`src/shared/wdt_pkg.sv`:
```
// Constants, register map and state types of the watchdog and power-on timer.
// Assumes a 50 MHz bus clock and external oscillator pins sampled in that domain.
package wdt_pkg;

   localparam int unsigned CLK_PERIOD_NS = 20;

   // Register indices; byte address is the index times four
   localparam int unsigned ADDR_W = 8;
   localparam logic [5:0] SMR_IDX = 6'h0b;
   localparam logic [5:0] MODE_IDX = 6'h0f;
   localparam logic [5:0] REFRESH_IDX = 6'h10;
   localparam logic [5:0] STATUS_IDX = 6'h11;

   // Watchdog mode control fields
   localparam int unsigned MODE_W = 5;
   localparam int unsigned MODE_TAP_LSB = 0;
   localparam int unsigned MODE_HALT_BIT = 2;
   localparam int unsigned MODE_STOP_BIT = 3;
   localparam int unsigned MODE_SRC_BIT = 4;
   localparam logic [4:0] MODE_RESET = 5'h0d;

   // Stop recovery control fields
   localparam int unsigned SMR_DELAY_BIT = 5;
   localparam int unsigned SMR_WARM_BIT = 7;
   localparam logic SMR_DELAY_RESET = 1'b1;

   // Status fields
   localparam int unsigned ST_ENABLED_BIT = 0;
   localparam int unsigned ST_LOCKED_BIT = 1;
   localparam int unsigned ST_HOLD_BIT = 2;
   localparam int unsigned ST_WDT_RESET_BIT = 3;

   // Counter chain and tap terminal counts, in source clock periods
   localparam int unsigned CNT_W = 13;
   localparam logic [12:0] TAP_256 = 13'h0100;
   localparam logic [12:0] TAP_512 = 13'h0200;
   localparam logic [12:0] TAP_1024 = 13'h0400;
   localparam logic [12:0] TAP_4096 = 13'h1000;
   localparam logic [12:0] STOP_HOLD_TICKS = 13'h0005;

   localparam logic [6:0] MODE_WINDOW_CYCLES = 7'h40;

   localparam logic [1:0] RESP_OKAY = 2'h0;
   localparam logic [1:0] RESP_SLVERR = 2'h2;

   // Zero, sign, overflow as left by a refresh
   localparam logic [2:0] FLAGS_AFTER_REFRESH = 3'h4;

   typedef enum logic [1:0] {
      PH_COLD = 2'b00,
      PH_WARM = 2'b01,
      PH_RUN = 2'b10
   } phase_t;

endpackage

```
`src/rtl/pin_sync.sv`:
```
// Two-flop synchroniser with rising edge detect for an asynchronous pin.
// Assumes the pin changes slower than half the bus clock.
`timescale 1ns/10ps
module pin_sync (
   input wire logic aclk,
   input wire logic aresetn,
   input wire logic pin,
   output logic level,
   output logic rise
);
   typedef struct packed {
      logic meta;
      logic stable;
      logic prev;
      logic [2:0] fill;
   } sync_state_t;

   sync_state_t q;
   sync_state_t d;

   always_comb begin
      d = q;
      d.meta = pin;
      d.stable = q.meta;
      d.prev = q.stable;
      d.fill = {q.fill[1:0], 1'b1};
   end

   always_ff @(posedge aclk) begin
      if (!aresetn) begin
         q <= '0;
      end else begin
         q <= d;
      end
   end

   assign level = q.stable;
   // No edge until prev holds a real sample; a pin high at reset fakes none
   assign rise = q.stable & ~q.prev & q.fill[2];
endmodule

```
`src/rtl/tick_counter.sv`:
```
// Wrapping tick counter: counts ticks, pulses done at the terminal count, restarts from zero.
// Assumes terminal is at least one; clear wins over a tick.
`timescale 1ns/10ps
module tick_counter
   import wdt_pkg::*;
(
   input wire logic aclk,
   input wire logic aresetn,
   input wire logic clear,
   input wire logic tick,
   input wire logic [wdt_pkg::CNT_W-1:0] terminal,
   output logic done
);
   typedef struct packed {
      logic [CNT_W-1:0] count;
      logic done;
   } cnt_state_t;

   cnt_state_t q;
   cnt_state_t d;

   always_comb begin
      d = q;
      d.done = 1'b0;
      if (clear) begin
         d.count = '0;
      end else if (tick) begin
         if (q.count == terminal - 13'h0001) begin
            d.count = '0;
            d.done = 1'b1;
         end else begin
            d.count = q.count + 13'h0001;
         end
      end
   end

   always_ff @(posedge aclk) begin
      if (!aresetn) begin
         q <= '0;
      end else begin
         q <= d;
      end
   end

   assign done = q.done;
endmodule

```
`src/rtl/wdt_por_top.sv`:
```
// Watchdog and power-on timer with an AXI4-Lite register slave.
// Assumes a 50 MHz aclk; RC, crystal, recovery and supply pins are asynchronous.
// Operation
// - Retriggerable one-shot; terminal count resets chip
// - Timeout in run or halt equals power-on reset
// - First refresh enables, later refreshes restart count
// - Enabled watchdog cannot be disabled by software
// - Permanent option runs from reset; refresh restarts
// - Refresh updates zero, sign, overflow flags
// - Mode writable 64 cycles after start, then locked
// - Mode register write-only at index 0fh
// - Two time-select bits pick the timeout tap
// - Time select resets to second-shortest tap
// - Bit 2 keeps counting in halt
// - Bit 3 keeps counting in stop
// - Bits 3 and 4 give crystal-clocked stop wake
// - Stop timeout recovers without full register reset
// - Bit 4 picks crystal, default RC source
// - Mode bits 7 to 5 are reserved
// - Power-on timer triggered by cold, stop, timeout
// - Execution held until power-on interval expires
// - Global reset held while supply is low
// - Recovery bit 5 clear bypasses power-on timer
// - Cold start resets registers, clears warm flag
//
// The AXI4-Lite register port was chosen for this implementation.
`timescale 1ns/10ps
module wdt_por_top
   import wdt_pkg::*;
#(
   parameter bit PERMANENT_ON = 1'b0,
   parameter logic [12:0] POR_TICKS = 13'h0100
) (
   input wire logic aclk,
   input wire logic aresetn,
   input wire logic [wdt_pkg::ADDR_W-1:0] awaddr,
   input wire logic awvalid,
   output logic awready,
   input wire logic [31:0] wdata,
   input wire logic [3:0] wstrb,
   input wire logic wvalid,
   output logic wready,
   output logic [1:0] bresp,
   output logic bvalid,
   input wire logic bready,
   input wire logic [wdt_pkg::ADDR_W-1:0] araddr,
   input wire logic arvalid,
   output logic arready,
   output logic [31:0] rdata,
   output logic [1:0] rresp,
   output logic rvalid,
   input wire logic rready,
   input wire logic rc_osc_pin,
   input wire logic crystal_input_pin,
   input wire logic stop_recovery_src,
   input wire logic supply_low,
   input wire logic cpu_halt,
   input wire logic cpu_stop,
   output logic chip_reset,
   output logic exec_hold,
   output logic stop_exit,
   output logic flags_update,
   output logic [2:0] flags_zsv
);
   import wdt_pkg::*;

   typedef struct packed {
      phase_t phase;
      logic [MODE_W-1:0] mode;
      logic [6:0] window;
      logic mode_locked;
      logic wdt_enabled;
      logic smr_delay;
      logic warm_start;
      logic wdt_reset_seen;
      logic stop_exit;
      logic flags_update;
      logic [2:0] flags_zsv;
      logic awready;
      logic wready;
      logic bvalid;
      logic [1:0] bresp;
      logic arready;
      logic rvalid;
      logic [1:0] rresp;
      logic [31:0] rdata;
      logic chip_reset;
      logic exec_hold;
   } top_state_t;

   localparam top_state_t STATE_RESET = '{
      phase: PH_COLD,
      mode: MODE_RESET,
      window: '0,
      mode_locked: 1'b0,
      wdt_enabled: 1'b0,
      smr_delay: SMR_DELAY_RESET,
      warm_start: 1'b0,
      wdt_reset_seen: 1'b0,
      stop_exit: 1'b0,
      flags_update: 1'b0,
      flags_zsv: '0,
      awready: 1'b0,
      wready: 1'b0,
      bvalid: 1'b0,
      bresp: RESP_OKAY,
      arready: 1'b0,
      rvalid: 1'b0,
      rresp: RESP_OKAY,
      rdata: '0,
      chip_reset: 1'b1,
      exec_hold: 1'b1
   };

   top_state_t q;
   top_state_t d;

   logic rc_rise;
   logic xtal_rise;
   logic rec_level;
   logic rec_rise;
   logic low_level;

   pin_sync u_rc_sync (
      .aclk(aclk),
      .aresetn(aresetn),
      .pin(rc_osc_pin),
      .level(),
      .rise(rc_rise)
   );

   pin_sync u_xtal_sync (
      .aclk(aclk),
      .aresetn(aresetn),
      .pin(crystal_input_pin),
      .level(),
      .rise(xtal_rise)
   );

   pin_sync u_rec_sync (
      .aclk(aclk),
      .aresetn(aresetn),
      .pin(stop_recovery_src),
      .level(rec_level),
      .rise(rec_rise)
   );

   pin_sync u_low_sync (
      .aclk(aclk),
      .aresetn(aresetn),
      .pin(supply_low),
      .level(low_level),
      .rise()
   );

   logic running;
   logic wr_fire;
   logic [5:0] wr_idx;
   logic refresh_now;
   logic wdt_active;
   logic src_tick;
   logic mode_allows;
   logic wdt_tick;
   logic wdt_clear;
   logic wdt_timeout;
   logic [CNT_W-1:0] tap_terminal;
   logic por_clear;
   logic por_done;
   logic hold_clear;
   logic hold_done;

   assign running = (q.phase == PH_RUN);
   assign wr_fire = q.awready & awvalid & wvalid;
   assign wr_idx = awaddr[ADDR_W-1:2];
   assign refresh_now = wr_fire & (wr_idx == REFRESH_IDX) & running;

   assign wdt_active = (q.wdt_enabled | PERMANENT_ON) & running;
   // Source pick also applies in stop, giving the crystal-driven wake
   assign src_tick = q.mode[MODE_SRC_BIT] ? xtal_rise : rc_rise;
   always_comb begin
      if (cpu_stop) begin
         mode_allows = q.mode[MODE_STOP_BIT];
      end else if (cpu_halt) begin
         mode_allows = q.mode[MODE_HALT_BIT];
      end else begin
         mode_allows = 1'b1;
      end
   end
   assign wdt_tick = wdt_active & src_tick & mode_allows;
   assign wdt_clear = ~running | refresh_now;

   always_comb begin
      unique case (q.mode[MODE_TAP_LSB +: 2])
         2'b00: tap_terminal = TAP_256;
         2'b01: tap_terminal = TAP_512;
         2'b10: tap_terminal = TAP_1024;
         2'b11: tap_terminal = TAP_4096;
      endcase
   end

   tick_counter u_wdt_cnt (
      .aclk(aclk),
      .aresetn(aresetn),
      .clear(wdt_clear),
      .tick(wdt_tick),
      .terminal(tap_terminal),
      .done(wdt_timeout)
   );

   // Power-on timer runs on the RC oscillator only
   assign por_clear = running | low_level;
   tick_counter u_por_cnt (
      .aclk(aclk),
      .aresetn(aresetn),
      .clear(por_clear),
      .tick(rc_rise),
      .terminal(POR_TICKS),
      .done(por_done)
   );

   // Bypassed recovery must see the source held for five crystal periods
   assign hold_clear = ~rec_level | ~cpu_stop | ~running;
   tick_counter u_hold_cnt (
      .aclk(aclk),
      .aresetn(aresetn),
      .clear(hold_clear),
      .tick(xtal_rise),
      .terminal(STOP_HOLD_TICKS),
      .done(hold_done)
   );

   logic stop_recover;
   logic ext_recover;

   assign ext_recover = q.smr_delay ? rec_rise : hold_done;
   assign stop_recover = cpu_stop & running & (wdt_timeout | ext_recover);

   always_comb begin
      d = q;
      d.stop_exit = 1'b0;
      d.flags_update = 1'b0;

      // Write channel: address and data taken together, one at a time
      d.awready = ~q.awready & ~q.bvalid & awvalid & wvalid;
      d.wready = ~q.awready & ~q.bvalid & awvalid & wvalid;
      if (q.bvalid && bready) begin
         d.bvalid = 1'b0;
      end
      if (wr_fire) begin
         d.bvalid = 1'b1;
         d.bresp = RESP_OKAY;
         unique case (wr_idx)
            MODE_IDX: begin
               // Late writes are dropped silently, still answered OKAY
               if (wstrb[0] && !q.mode_locked && running) begin
                  d.mode = wdata[MODE_W-1:0];
               end
            end
            SMR_IDX: begin
               if (wstrb[0]) begin
                  d.smr_delay = wdata[SMR_DELAY_BIT];
               end
            end
            REFRESH_IDX: begin
               if (running) begin
                  d.wdt_enabled = 1'b1;
                  d.flags_update = 1'b1;
                  d.flags_zsv = FLAGS_AFTER_REFRESH;
               end
            end
            STATUS_IDX: begin
               d.bresp = RESP_OKAY;
            end
            default: begin
               d.bresp = RESP_SLVERR;
            end
         endcase
      end

      // Read channel
      d.arready = ~q.arready & ~q.rvalid & arvalid;
      if (q.rvalid && rready) begin
         d.rvalid = 1'b0;
      end
      if (q.arready && arvalid) begin
         d.rvalid = 1'b1;
         d.rresp = RESP_OKAY;
         d.rdata = '0;
         unique case (araddr[ADDR_W-1:2])
            MODE_IDX: d.rdata = '0;
            REFRESH_IDX: d.rdata = '0;
            SMR_IDX: begin
               d.rdata[SMR_WARM_BIT] = q.warm_start;
               d.rdata[SMR_DELAY_BIT] = q.smr_delay;
            end
            STATUS_IDX: begin
               d.rdata[ST_ENABLED_BIT] = q.wdt_enabled | PERMANENT_ON;
               d.rdata[ST_LOCKED_BIT] = q.mode_locked;
               d.rdata[ST_HOLD_BIT] = q.exec_hold;
               d.rdata[ST_WDT_RESET_BIT] = q.wdt_reset_seen;
            end
            default: d.rresp = RESP_SLVERR;
         endcase
      end

      // Write window opens at the first instruction after each start
      if (!running) begin
         d.window = '0;
         d.mode_locked = 1'b0;
      end else if (!q.mode_locked) begin
         if (q.window == MODE_WINDOW_CYCLES - 7'h01) begin
            d.mode_locked = 1'b1;
         end else begin
            d.window = q.window + 7'h01;
         end
      end

      if (por_done) begin
         if (q.phase == PH_WARM) begin
            d.stop_exit = 1'b1;
         end
         d.phase = PH_RUN;
      end

      if (wdt_timeout && !cpu_stop && running) begin
         d.phase = PH_COLD;
         d.wdt_reset_seen = 1'b1;
      end

      // Stop recovery leaves control registers alone
      if (stop_recover) begin
         d.warm_start = 1'b1;
         if (q.smr_delay) begin
            d.phase = PH_WARM;
         end else begin
            d.stop_exit = 1'b1;
            d.window = '0;
            d.mode_locked = 1'b0;
         end
      end

      // A low supply is treated as a fresh cold start and wins over all
      if (low_level) begin
         d.phase = PH_COLD;
         d.warm_start = 1'b0;
         d.wdt_reset_seen = 1'b0;
      end

      // Global reset returns control state to defaults
      if (d.phase == PH_COLD) begin
         d.mode = MODE_RESET;
         d.smr_delay = SMR_DELAY_RESET;
         d.wdt_enabled = 1'b0;
      end

      d.chip_reset = (d.phase == PH_COLD);
      d.exec_hold = (d.phase != PH_RUN);
   end

   always_ff @(posedge aclk) begin
      if (!aresetn) begin
         q <= STATE_RESET;
      end else begin
         q <= d;
      end
   end

   assign awready = q.awready;
   assign wready = q.wready;
   assign bvalid = q.bvalid;
   assign bresp = q.bresp;
   assign arready = q.arready;
   assign rvalid = q.rvalid;
   assign rresp = q.rresp;
   assign rdata = q.rdata;
   assign chip_reset = q.chip_reset;
   assign exec_hold = q.exec_hold;
   assign stop_exit = q.stop_exit;
   assign flags_update = q.flags_update;
   assign flags_zsv = q.flags_zsv;
endmodule

```
`config.mk`:
```
export PLATFORM = sky130hd
export DESIGN_NAME = wdt_por_top
export DESIGN_NICKNAME = d
export VERILOG_FILES = /design/src/shared/wdt_pkg.sv /design/src/rtl/pin_sync.sv /design/src/rtl/tick_counter.sv /design/src/rtl/wdt_por_top.sv
export SDC_FILE = /design/constraint.sdc
export NUM_CORES = 1
export LEC_CHECK = 0
export BUFFER_PORTS_ARGS = -buffer_cell sky130_fd_sc_hd__buf_2
export CORE_MARGIN = 2
export CORE_UTILIZATION = 52
export CTS_CLUSTER_SIZE = 30
export DETAILED_ROUTE_END_ITERATION = 12
export HOLD_SLACK_MARGIN = 0.08
export PLACE_DENSITY = 0.79
export SYNTH_ARGS = -nofsm -noshare
export SYNTH_HDL_FRONTEND = slang
export SYNTH_SLANG_ARGS = --single-unit
```
`constraint.sdc`:
```
create_clock -name aclk -period 2.2 [get_ports aclk]
set_input_delay 0.44 -clock aclk [delete_from_list [all_inputs] [get_ports aclk]]
set_output_delay 0.44 -clock aclk [all_outputs]
set_load 0.01 [all_outputs]
```
# Word-level counts from Yosys, hierarchy flattened
# Index checks and enable logic that the tools add are counted.
# classes
add_sub_neg,5
multipliers,0
n_div,0
order_cmp,0
eq_ne,18
shift,0
muxes,39
bitwise_logic,39
n_reduce_logical,27
# ops
operator,count
one-hot mux 13 bit (4 select lines),1
adder 13 x 1 -> 13 bit (second input constant),3
two-way mux 13 bit,3
two-way mux 35 bit,1
two-way mux 8 bit,4
equality test 6 x 4 -> 1 bit (second input constant),4
equality test 6 x 5 -> 1 bit (second input constant),4
bitwise AND 1 bit,20
two-way mux 1 bit,19
two-way mux 2 bit,7
NOT 1 bit,14
equality test 13 bit,1
equality test 13 x 3 -> 1 bit (second input constant),1
equality test 13 x 8 -> 1 bit (second input constant),1
subtractor 13 x 1 -> 13 bit (second input constant),1
AND reduction 3 bit,4
OR reduction 2 bit,5
OR reduction 3 bit,3
two-way mux 4 bit,2
OR reduction 4 bit,2
adder 7 x 1 -> 7 bit (second input constant),1
equality test 7 x 6 -> 1 bit (second input constant),1
logical AND 1 bit,7
two-way mux 7 bit,1
other kinds (8),18
# totals
reg_bits,100
latchBits,0
ramBits,0
romBits,0
out_inout_bits,48
elab_cells,171
mem_count,0

# Longest topological paths before layout
# Gate-level depths: netlist (run 1).
# logic_depth
ltp_word,10
depth_mapped,7
depth_no_buf,6

# By module
# From an unflattened synthesis (run 1), not the netlist that was laid out.
# hier_totals
cells_unflattened,665
area_unflattened_um2,5855.6
# modules_own_cells
module,n_inst,cells_per_inst,area_per_inst_um2
tick_counter (u_por_cnt ...),2,141,1159.9
wdt_por_top,1,204,1853.0
tick_counter (u_hold_cnt),1,131,1042.2
pin_sync,4,12,160.2

# Least setup slack after synthesis (run 1)
# Ideal clock, no wire load.
# synth_timing
path_type,flip-flop to flip-flop
startpoint,register u_por_cnt.q[1] (netlist name)
endpoint,register u_por_cnt.q[11] (netlist name)
arrival_time_ps,1696
setup_slack_ps,437
stages_incl_launch_ff,7
path_buffers,1
period_less_slack_ps,1763
path_cell_list,dfxtp_1 ha_1 nand2_1 or4_1 buf_2 or3_1 a21oi_2
# synth_between
elab_chain_cells,2
# synth_rtl
element,line,source
start: declaration,tick_counter.sv:19,cnt_state_t q;
start signal: assignment,tick_counter.sv:39,q <= '0;
start signal: assignment,tick_counter.sv:41,q <= d;
adder 13 x 1 -> 13 bit or equality test 13 x 8 -> 1 bit (tied branches),"tick_counter.sv:32, tick_counter.sv:28",
two-way mux 13 bit (*),tick_counter.sv:28,if (q.count == terminal - 13'h0001) begin
# Mark *: on every way between the ends. The rest lies on a longest branch, timed or not.
# A chain may end at the register's enable or synchronous reset.

# Final worst setup path (run 1)
# layout_timing
startpoint,register u_por_cnt.q[1] (netlist name)
endpoint,register u_por_cnt.q[12] (netlist name)
# Same word-level chain as after synthesis.

==> flow_summary.toml, run 1 <==
[logic_synthesis]
yosysSeqAreaShare_pct = 44.59
syn-cell-area_um2 = 4130
ys_ff_latch = 92
avgSynthCellArea_um2 = 8.959
synth_cell_type_count = 51
netlist_instances = 461
synth_edf_count = 0
synthArstFlopShare_pct = 0
synthFlopType = "dfxtp_1"
ys_warn_count = 0

[layout]
areaGrowthSynthToFinish_pct = 10.54
instances_no_fill = 619
final_layout_size_suffix_gt1_share_pct = 16.63
nets = 583
diodes = 0
final_area_um2 = 4566
fin_util_pct = 59.08

[sta]
finalClockSkew_ns = 0.01224
finalWorstSetupSlack_ns = 0.2321
worst_slew_pin_slew_ns = 0.6074
slew_violations = 0
whs_ns = 0.2866
fin_crit_ns = 1.968
finalCritPeriodShare_pct = 89.45
rsz0062_at_grt = "no"
final_hold_viol_count = 0
fin_setup_tns_ns = 0
setup_viol = 0
relSlewSlack_pct = 58.97
fmaxAchievable_mhz = 508.2

[routing]
routed_wirelength_um = 7492
firstDrtPassIters = 4
antenna_left = 0
drt_iter0_drc = 178
drc = 0
via_per_inst = 5.121
num_vias = 3170
routedWlPerCell_um = 12.10

[clocking]
cts_root_buf = "clkbuf_8"
clockBufferDepth = 2
holdBufCountCts = 0
htree_levels = 3
path_clk_slew_ns = 0.09
cts_tree = "yes"
cts_resized = 0
post_cts_buffers = 0
clk_latency_ns = 0.35
cts_sinks = 92
cts_buffers = 9

[setup_path]
arrival_ns = 2.19
cp_max_fo = 10
cp_slowest_stage_delay_ns = 0.65
critPathBufInv = 0
end_kind = "flip-flop"
slowest_stage = "or4_1"
crit_type = "flip-flop to flip-flop"
startpoint = "u_por_cnt.q[1]"
regToRegSetupSlack_ns = 0.23
worstPathRequired_ns = 2.42
critPathLaunchType = "flip-flop"
r2r-start = "u_por_cnt.q[1]"
path_delay_family = "simple AND/OR/NAND/NOR gates"
crit_chain = "ha_1 -> nand2_1 -> or4_1 -> o21bai_2 -> nor2_1"

[power]
power.density_nw_per_um2 = 642.2
total_power_mw = 2.932
p_leak_nw = 1.811
max-vdd-ir-drop_v = 0.0003020

[worst_hold_path]
hp-class = "input port to flip-flop"
min_from = "wdata[0]"

[grt]
gr-total-overflow = 0
grt_start_max_net_pins = 18
grt_pass1_vias = 2877
grt_pass1_wl_um = 12610
grt_antenna_before_repair = 0
track_usage_pct = 17.88

[floorplan]
die_h_um = 93.12
core_area_um2 = 7727
die_area_um2 = 8671
rows = 32
pin_count = 113
initial_core_util_pct = 53.45
die-width_um = 93.12

[status]
status = "finished clean"

[run]
drv_cap = 0

[place]
dpl_cell_area_um2 = 4365
place_ws_ns = 0.2352
io_buffers = 49
place_congestion = 0.8409
hpwl_um = 5644
dp.cells = 604
cell usage in the layout (no fill, tap or decap), types with 3 or more instances in the layout:
master	count
nand3b_1	3
o21ai_0	9
and4_1	4
or4_1	5
conb_1	30
buf_4	14
or3_1	5
nor4_1	6
inv_1	8
dfxtp_1	92
xor2_1	24
nor2_1	61
buf_2	49
mux2i_1	7
nand4_1	19
a21oi_1	12
nand3_1	16
nand2b_1	9
and2_1	19
a22oi_1	6
nor2b_1	9
ha_1	5
and3b_1	3
xnor2_1	11
clkbuf_8	11
nor3_1	9
nand2_1	34
and3_1	5
final cells by class:
| class | count | area [um^2] |
|---|---|---|
| Fill cell | 682 | 3162 |
| Tap cell | 102 | 127.6 |
| Multi-Input combinational cell | 339 | 2016 |
| Sequential cell | 92 | 1842 |
| Inverter | 8 | 30.03 |
| Clock inverter | 4 | 48.80 |
| Clock buffer | 11 | 151.4 |
| Timing Repair Buffer | 63 | 350.3 |
sequential cells by signal, indices dropped and copies added, names as in the netlist, 2 cells and up:
register       cells
q                 19
rdata              6
u_hold_cnt.q      13
u_por_cnt.q       13
u_wdt_cnt.q       13
u_xtal_sync.d      3
u_xtal_sync.q      2
where the power goes:
group / switching, mW / internal [mW] / total [mW]
logic: 0.0706 / 0.0441 / 0.115
clock network: 0.552 / 0.579 / 1.13
registers: 0.00691 / 1.68 / 1.69
total: 0.630 / 2.30 / 2.93
routing by layer:
layer | vias up | part of all wire (%) | track usage (%)
met3 | 8 | 4.4 | 4.029
li1 | 1620 | - | -
met4 | 0 | 1.2 | 6.985
met5 | - | 0 | 0
met1 | 1468 | 45 | 22.60
met2 | 74 | 49 | 29.71
synthesized netlist by cell type, types with 2 or more instances:
library cell	count	share of area, %
dfxtp_1	92	45
nor2_1	61	5.5
buf_4	42	7.6
nand2_1	34	3.1
xor2_1	24	5.1
and2_1	19	2.9
nand4_1	19	2.9
nand3_1	16	1.9
a21oi_1	12	1.5
xnor2_1	11	2.3
nand2b_1	9	1.4
nor2b_1	9	1.4
nor3_1	9	1.1
o21ai_0	9	1.1
inv_1	8	0.73
clkbuf_1	7	0.64
mux2i_1	7	1.7
a22oi_1	6	1.1
nor4_1	6	0.91
and3_1	5	0.76
ha_1	5	1.5
or3_1	5	0.76
or4_1	5	0.91
and4_1	4	0.85
and3b_1	3	0.64
nand3b_1	3	0.55
a21boi_0	2	0.36
buf_2	2	0.24
nor4b_1	2	0.42
o211ai_1	2	0.36
o21a_1	2	0.36
o21bai_1	2	0.36
path summary, 6_finish.rpt:
path                            cells past startpoint                to
worst max-delay path                                5   u_por_cnt.q[12]
worst min-delay path                                3             q[60]
worst max register to register                      5   u_por_cnt.q[12]
worst min register to register                      1  u_xtal_sync.q[2]
cells by family (layout without fill, tap and decap cells):
kind of cell	Yosys count	count (layout)	synth area share, %
buffers and inverters	59	86	9.240
multiplexers	7	7	1.697
AND/OR/NAND/NOR	217	217	28.08
adder cells (fa/ha/maj)	5	5	1.515
XOR/XNOR	35	35	7.422
flip-flops	92	92	44.59
other	1	30	0.09079
AO/OA/AOI/OAI	45	45	7.361
tightest hold or removal path: stages:
cell and delay, ns:
buf_2 0.07, mux2i_1 0.05, nand2_1 0.05
No activity file was read; power rests on OpenSTA's default activity.
==> run 2: changes to the inputs <==
--- a/config.mk
+++ b/config.mk
@@ -5,7 +5,7 @@
 export SDC_FILE = /design/constraint.sdc
 export NUM_CORES = 1
 export LEC_CHECK = 0
-export BUFFER_PORTS_ARGS = -buffer_cell sky130_fd_sc_hd__buf_2
+export BUFFER_PORTS_ARGS = -buffer_cell sky130_fd_sc_hd__clkbuf_2
 export CORE_MARGIN = 2
 export CORE_UTILIZATION = 52
 export CTS_CLUSTER_SIZE = 30
==> run 2 against run 1 <==
Highest routed layer unchanged. First-iteration DRC count rose by 11%. Utilization about the same. Critical endpoint is now u_por_cnt.q[5]. Cell count rose by 0.32%. Routed wire length is 2.9% higher. Via count rose by 1.5%. Global-route usage is 0.28 points higher. Die area stayed put. Power fell by 1.7%. Sequential power hardly changed. Final area about the same.
==> flow_summary.toml, run 2 (synthesis gave the netlist of run 1 again) <==
[worst_hold_path]
whs_path_depth = 3
min_from = "wdata[0]"
hp-class = "input port to flip-flop"
holdPathEnd = "q[60]"

[layout]
final_common_cell = "dfxtp_1"
largest_register_ffs = 19
areaGrowthSynthToFinish_pct = 10.51
instances_no_fill = 621
diodes = 0
final_area_um2 = 4564
n_fill_cell = 677
final_cell_mix = "92 x dfxtp_1, 61 x nor2_1, 49 x clkbuf_2"
final_layout_size_suffix_gt1_share_pct = 16.38
regMostFlops = "q"
nets = 585

[run]
drv_cap = 0

[floorplan]
rows = 32
die-width_um = 93.12
die_area_um2 = 8671
initial_core_util_pct = 53.45
die_h_um = 93.12
core_area_um2 = 7727
pin_count = 113

[clocking]
cts_tree = "yes"
htree_levels = 3
post_cts_buffers = 0
clockBufferDepth = 2
cts_resized = 0
clk_latency_ns = 0.35
holdBufCountCts = 0
path_clk_slew_ns = 0.09
cts_buffers = 9
cts_root_buf = "clkbuf_8"
cts_sinks = 92

[sta]
setup_viol = 0
fin_crit_ns = 1.959
whs_ns = 0.2970
fmaxAchievable_mhz = 510.6
worst_slew_pin_slew_ns = 0.6414
fin_setup_tns_ns = 0
relSlewSlack_pct = 56.68
rsz0062_at_grt = "no"
finalClockSkew_ns = 0.01139
final_hold_viol_count = 0
slew_violations = 0
finalCritPeriodShare_pct = 89.03

[grt]
grt_pass1_vias = 2909
gr-total-overflow = 0
grt_pass1_wl_um = 12660
track_usage_pct = 18.16
grt_antenna_before_repair = 0
grt_start_max_net_pins = 19

[setup_path]
critPathBufInv = 0
crit_chain = "ha_1 -> nand2_1 -> or4_1 -> o21bai_2 -> nor2_1"
end_kind = "flip-flop"
path_delay_family = "simple AND/OR/NAND/NOR gates"
cp_slowest_stage_delay_ns = 0.65
arrival_ns = 2.17
regToRegSetupSlack_ns = 0.24
worstPathRequired_ns = 2.42
reg2regPathDepth = 5
critPathLaunchType = "flip-flop"
crit_type = "flip-flop to flip-flop"
cp_max_fo = 10
r2r-start = "u_por_cnt.q[1]"
rr_endpoint = "u_por_cnt.q[5]"
slowest_stage = "or4_1"

[routing]
firstDrtPassIters = 4
num_vias = 3218
drt_iter0_drc = 198
drc = 0
routed_wirelength_um = 7712
via_per_inst = 5.182
routedWlPerCell_um = 12.42
antenna_left = 0

[place]
place_congestion = 0.8482
dp.cells = 606
hpwl_um = 5705
io_buffers = 49
dpl_cell_area_um2 = 4380

[power]
total_power_mw = 2.881
power.density_nw_per_um2 = 631.2
max-vdd-ir-drop_v = 0.0003241
p_leak_nw = 1.804

[status]
status = "finished clean"
-- run 2: cell count changes in the layout (fill, tap and decap cells not counted), sizes merged --
cell / delta
clkbuf: +51
clkinv: -2
buf: -47
-- run 2: power by group --
group          leakage (nW)  switching (mW)  internal [mW]  total, mW
sequential            0.744         0.00697           1.68       1.69
clock                0.0935           0.528          0.551       1.08
combinational         0.966          0.0712         0.0453      0.117
-- run 2: worst max path at each step --
stage	from	end	slack (ns)	depth (start not counted)
floorplan	u_por_cnt.q[1]	u_por_cnt.q[11]	0.44	6
global placement	u_por_cnt.q[1]	u_por_cnt.q[12]	0.31	5
detailed placement	u_por_cnt.q[1]	u_por_cnt.q[12]	0.24	5
CTS	u_por_cnt.q[1]	u_por_cnt.q[5]	0.23	5
global route	u_por_cnt.q[1]	u_por_cnt.q[13]	0.11	5
finish	u_por_cnt.q[1]	u_por_cnt.q[5]	0.24	5
-- run 2: final cells by class --
type / instances / area, um^2 / area share, %
multi-input cells: 339 / 2016 / 44.16
flip-flops and latches: 92 / 1842 / 40.35
clock buffers: 13 / 148.9 / 3.262
well taps: 102 / 127.6 / 2.796
clock inverters: 2 / 35.03 / 0.7675
repair buffers: 65 / 365.4 / 8.004
inverters: 8 / 30.03 / 0.6579
-- run 2: metrics by stage --
stage,setup WS (ns),utilization (%)
after floorplan,0.4371,-
after global placement,0.3143,56.69
after detailed placement,0.2429,56.69
after CTS,0.2341,59.07
after global routing,0.1051,59.07
final,0.2414,59.07
-- run 2: worst min-delay path, cell delays in order --
cell,delay [ns]
clkbuf_2,0.07
mux2i_1,0.05
nand2_1,0.06
-- run 2: layer usage --
| metal | GRT usage (%) | vias up | routed length (um) | part of all wire [%] |
|---|---|---|---|---|
| met2 | 30.43 | 66 | 3739 | 48 |
| li1 | - | 1621 | - | - |
| met4 | 9.681 | 0 | 187 | 2.4 |
| met3 | 2.901 | 17 | 266 | 3.4 |
| met1 | 22.43 | 1514 | 3520 | 46 |
| met5 | 0 | - | 0 | 0 |
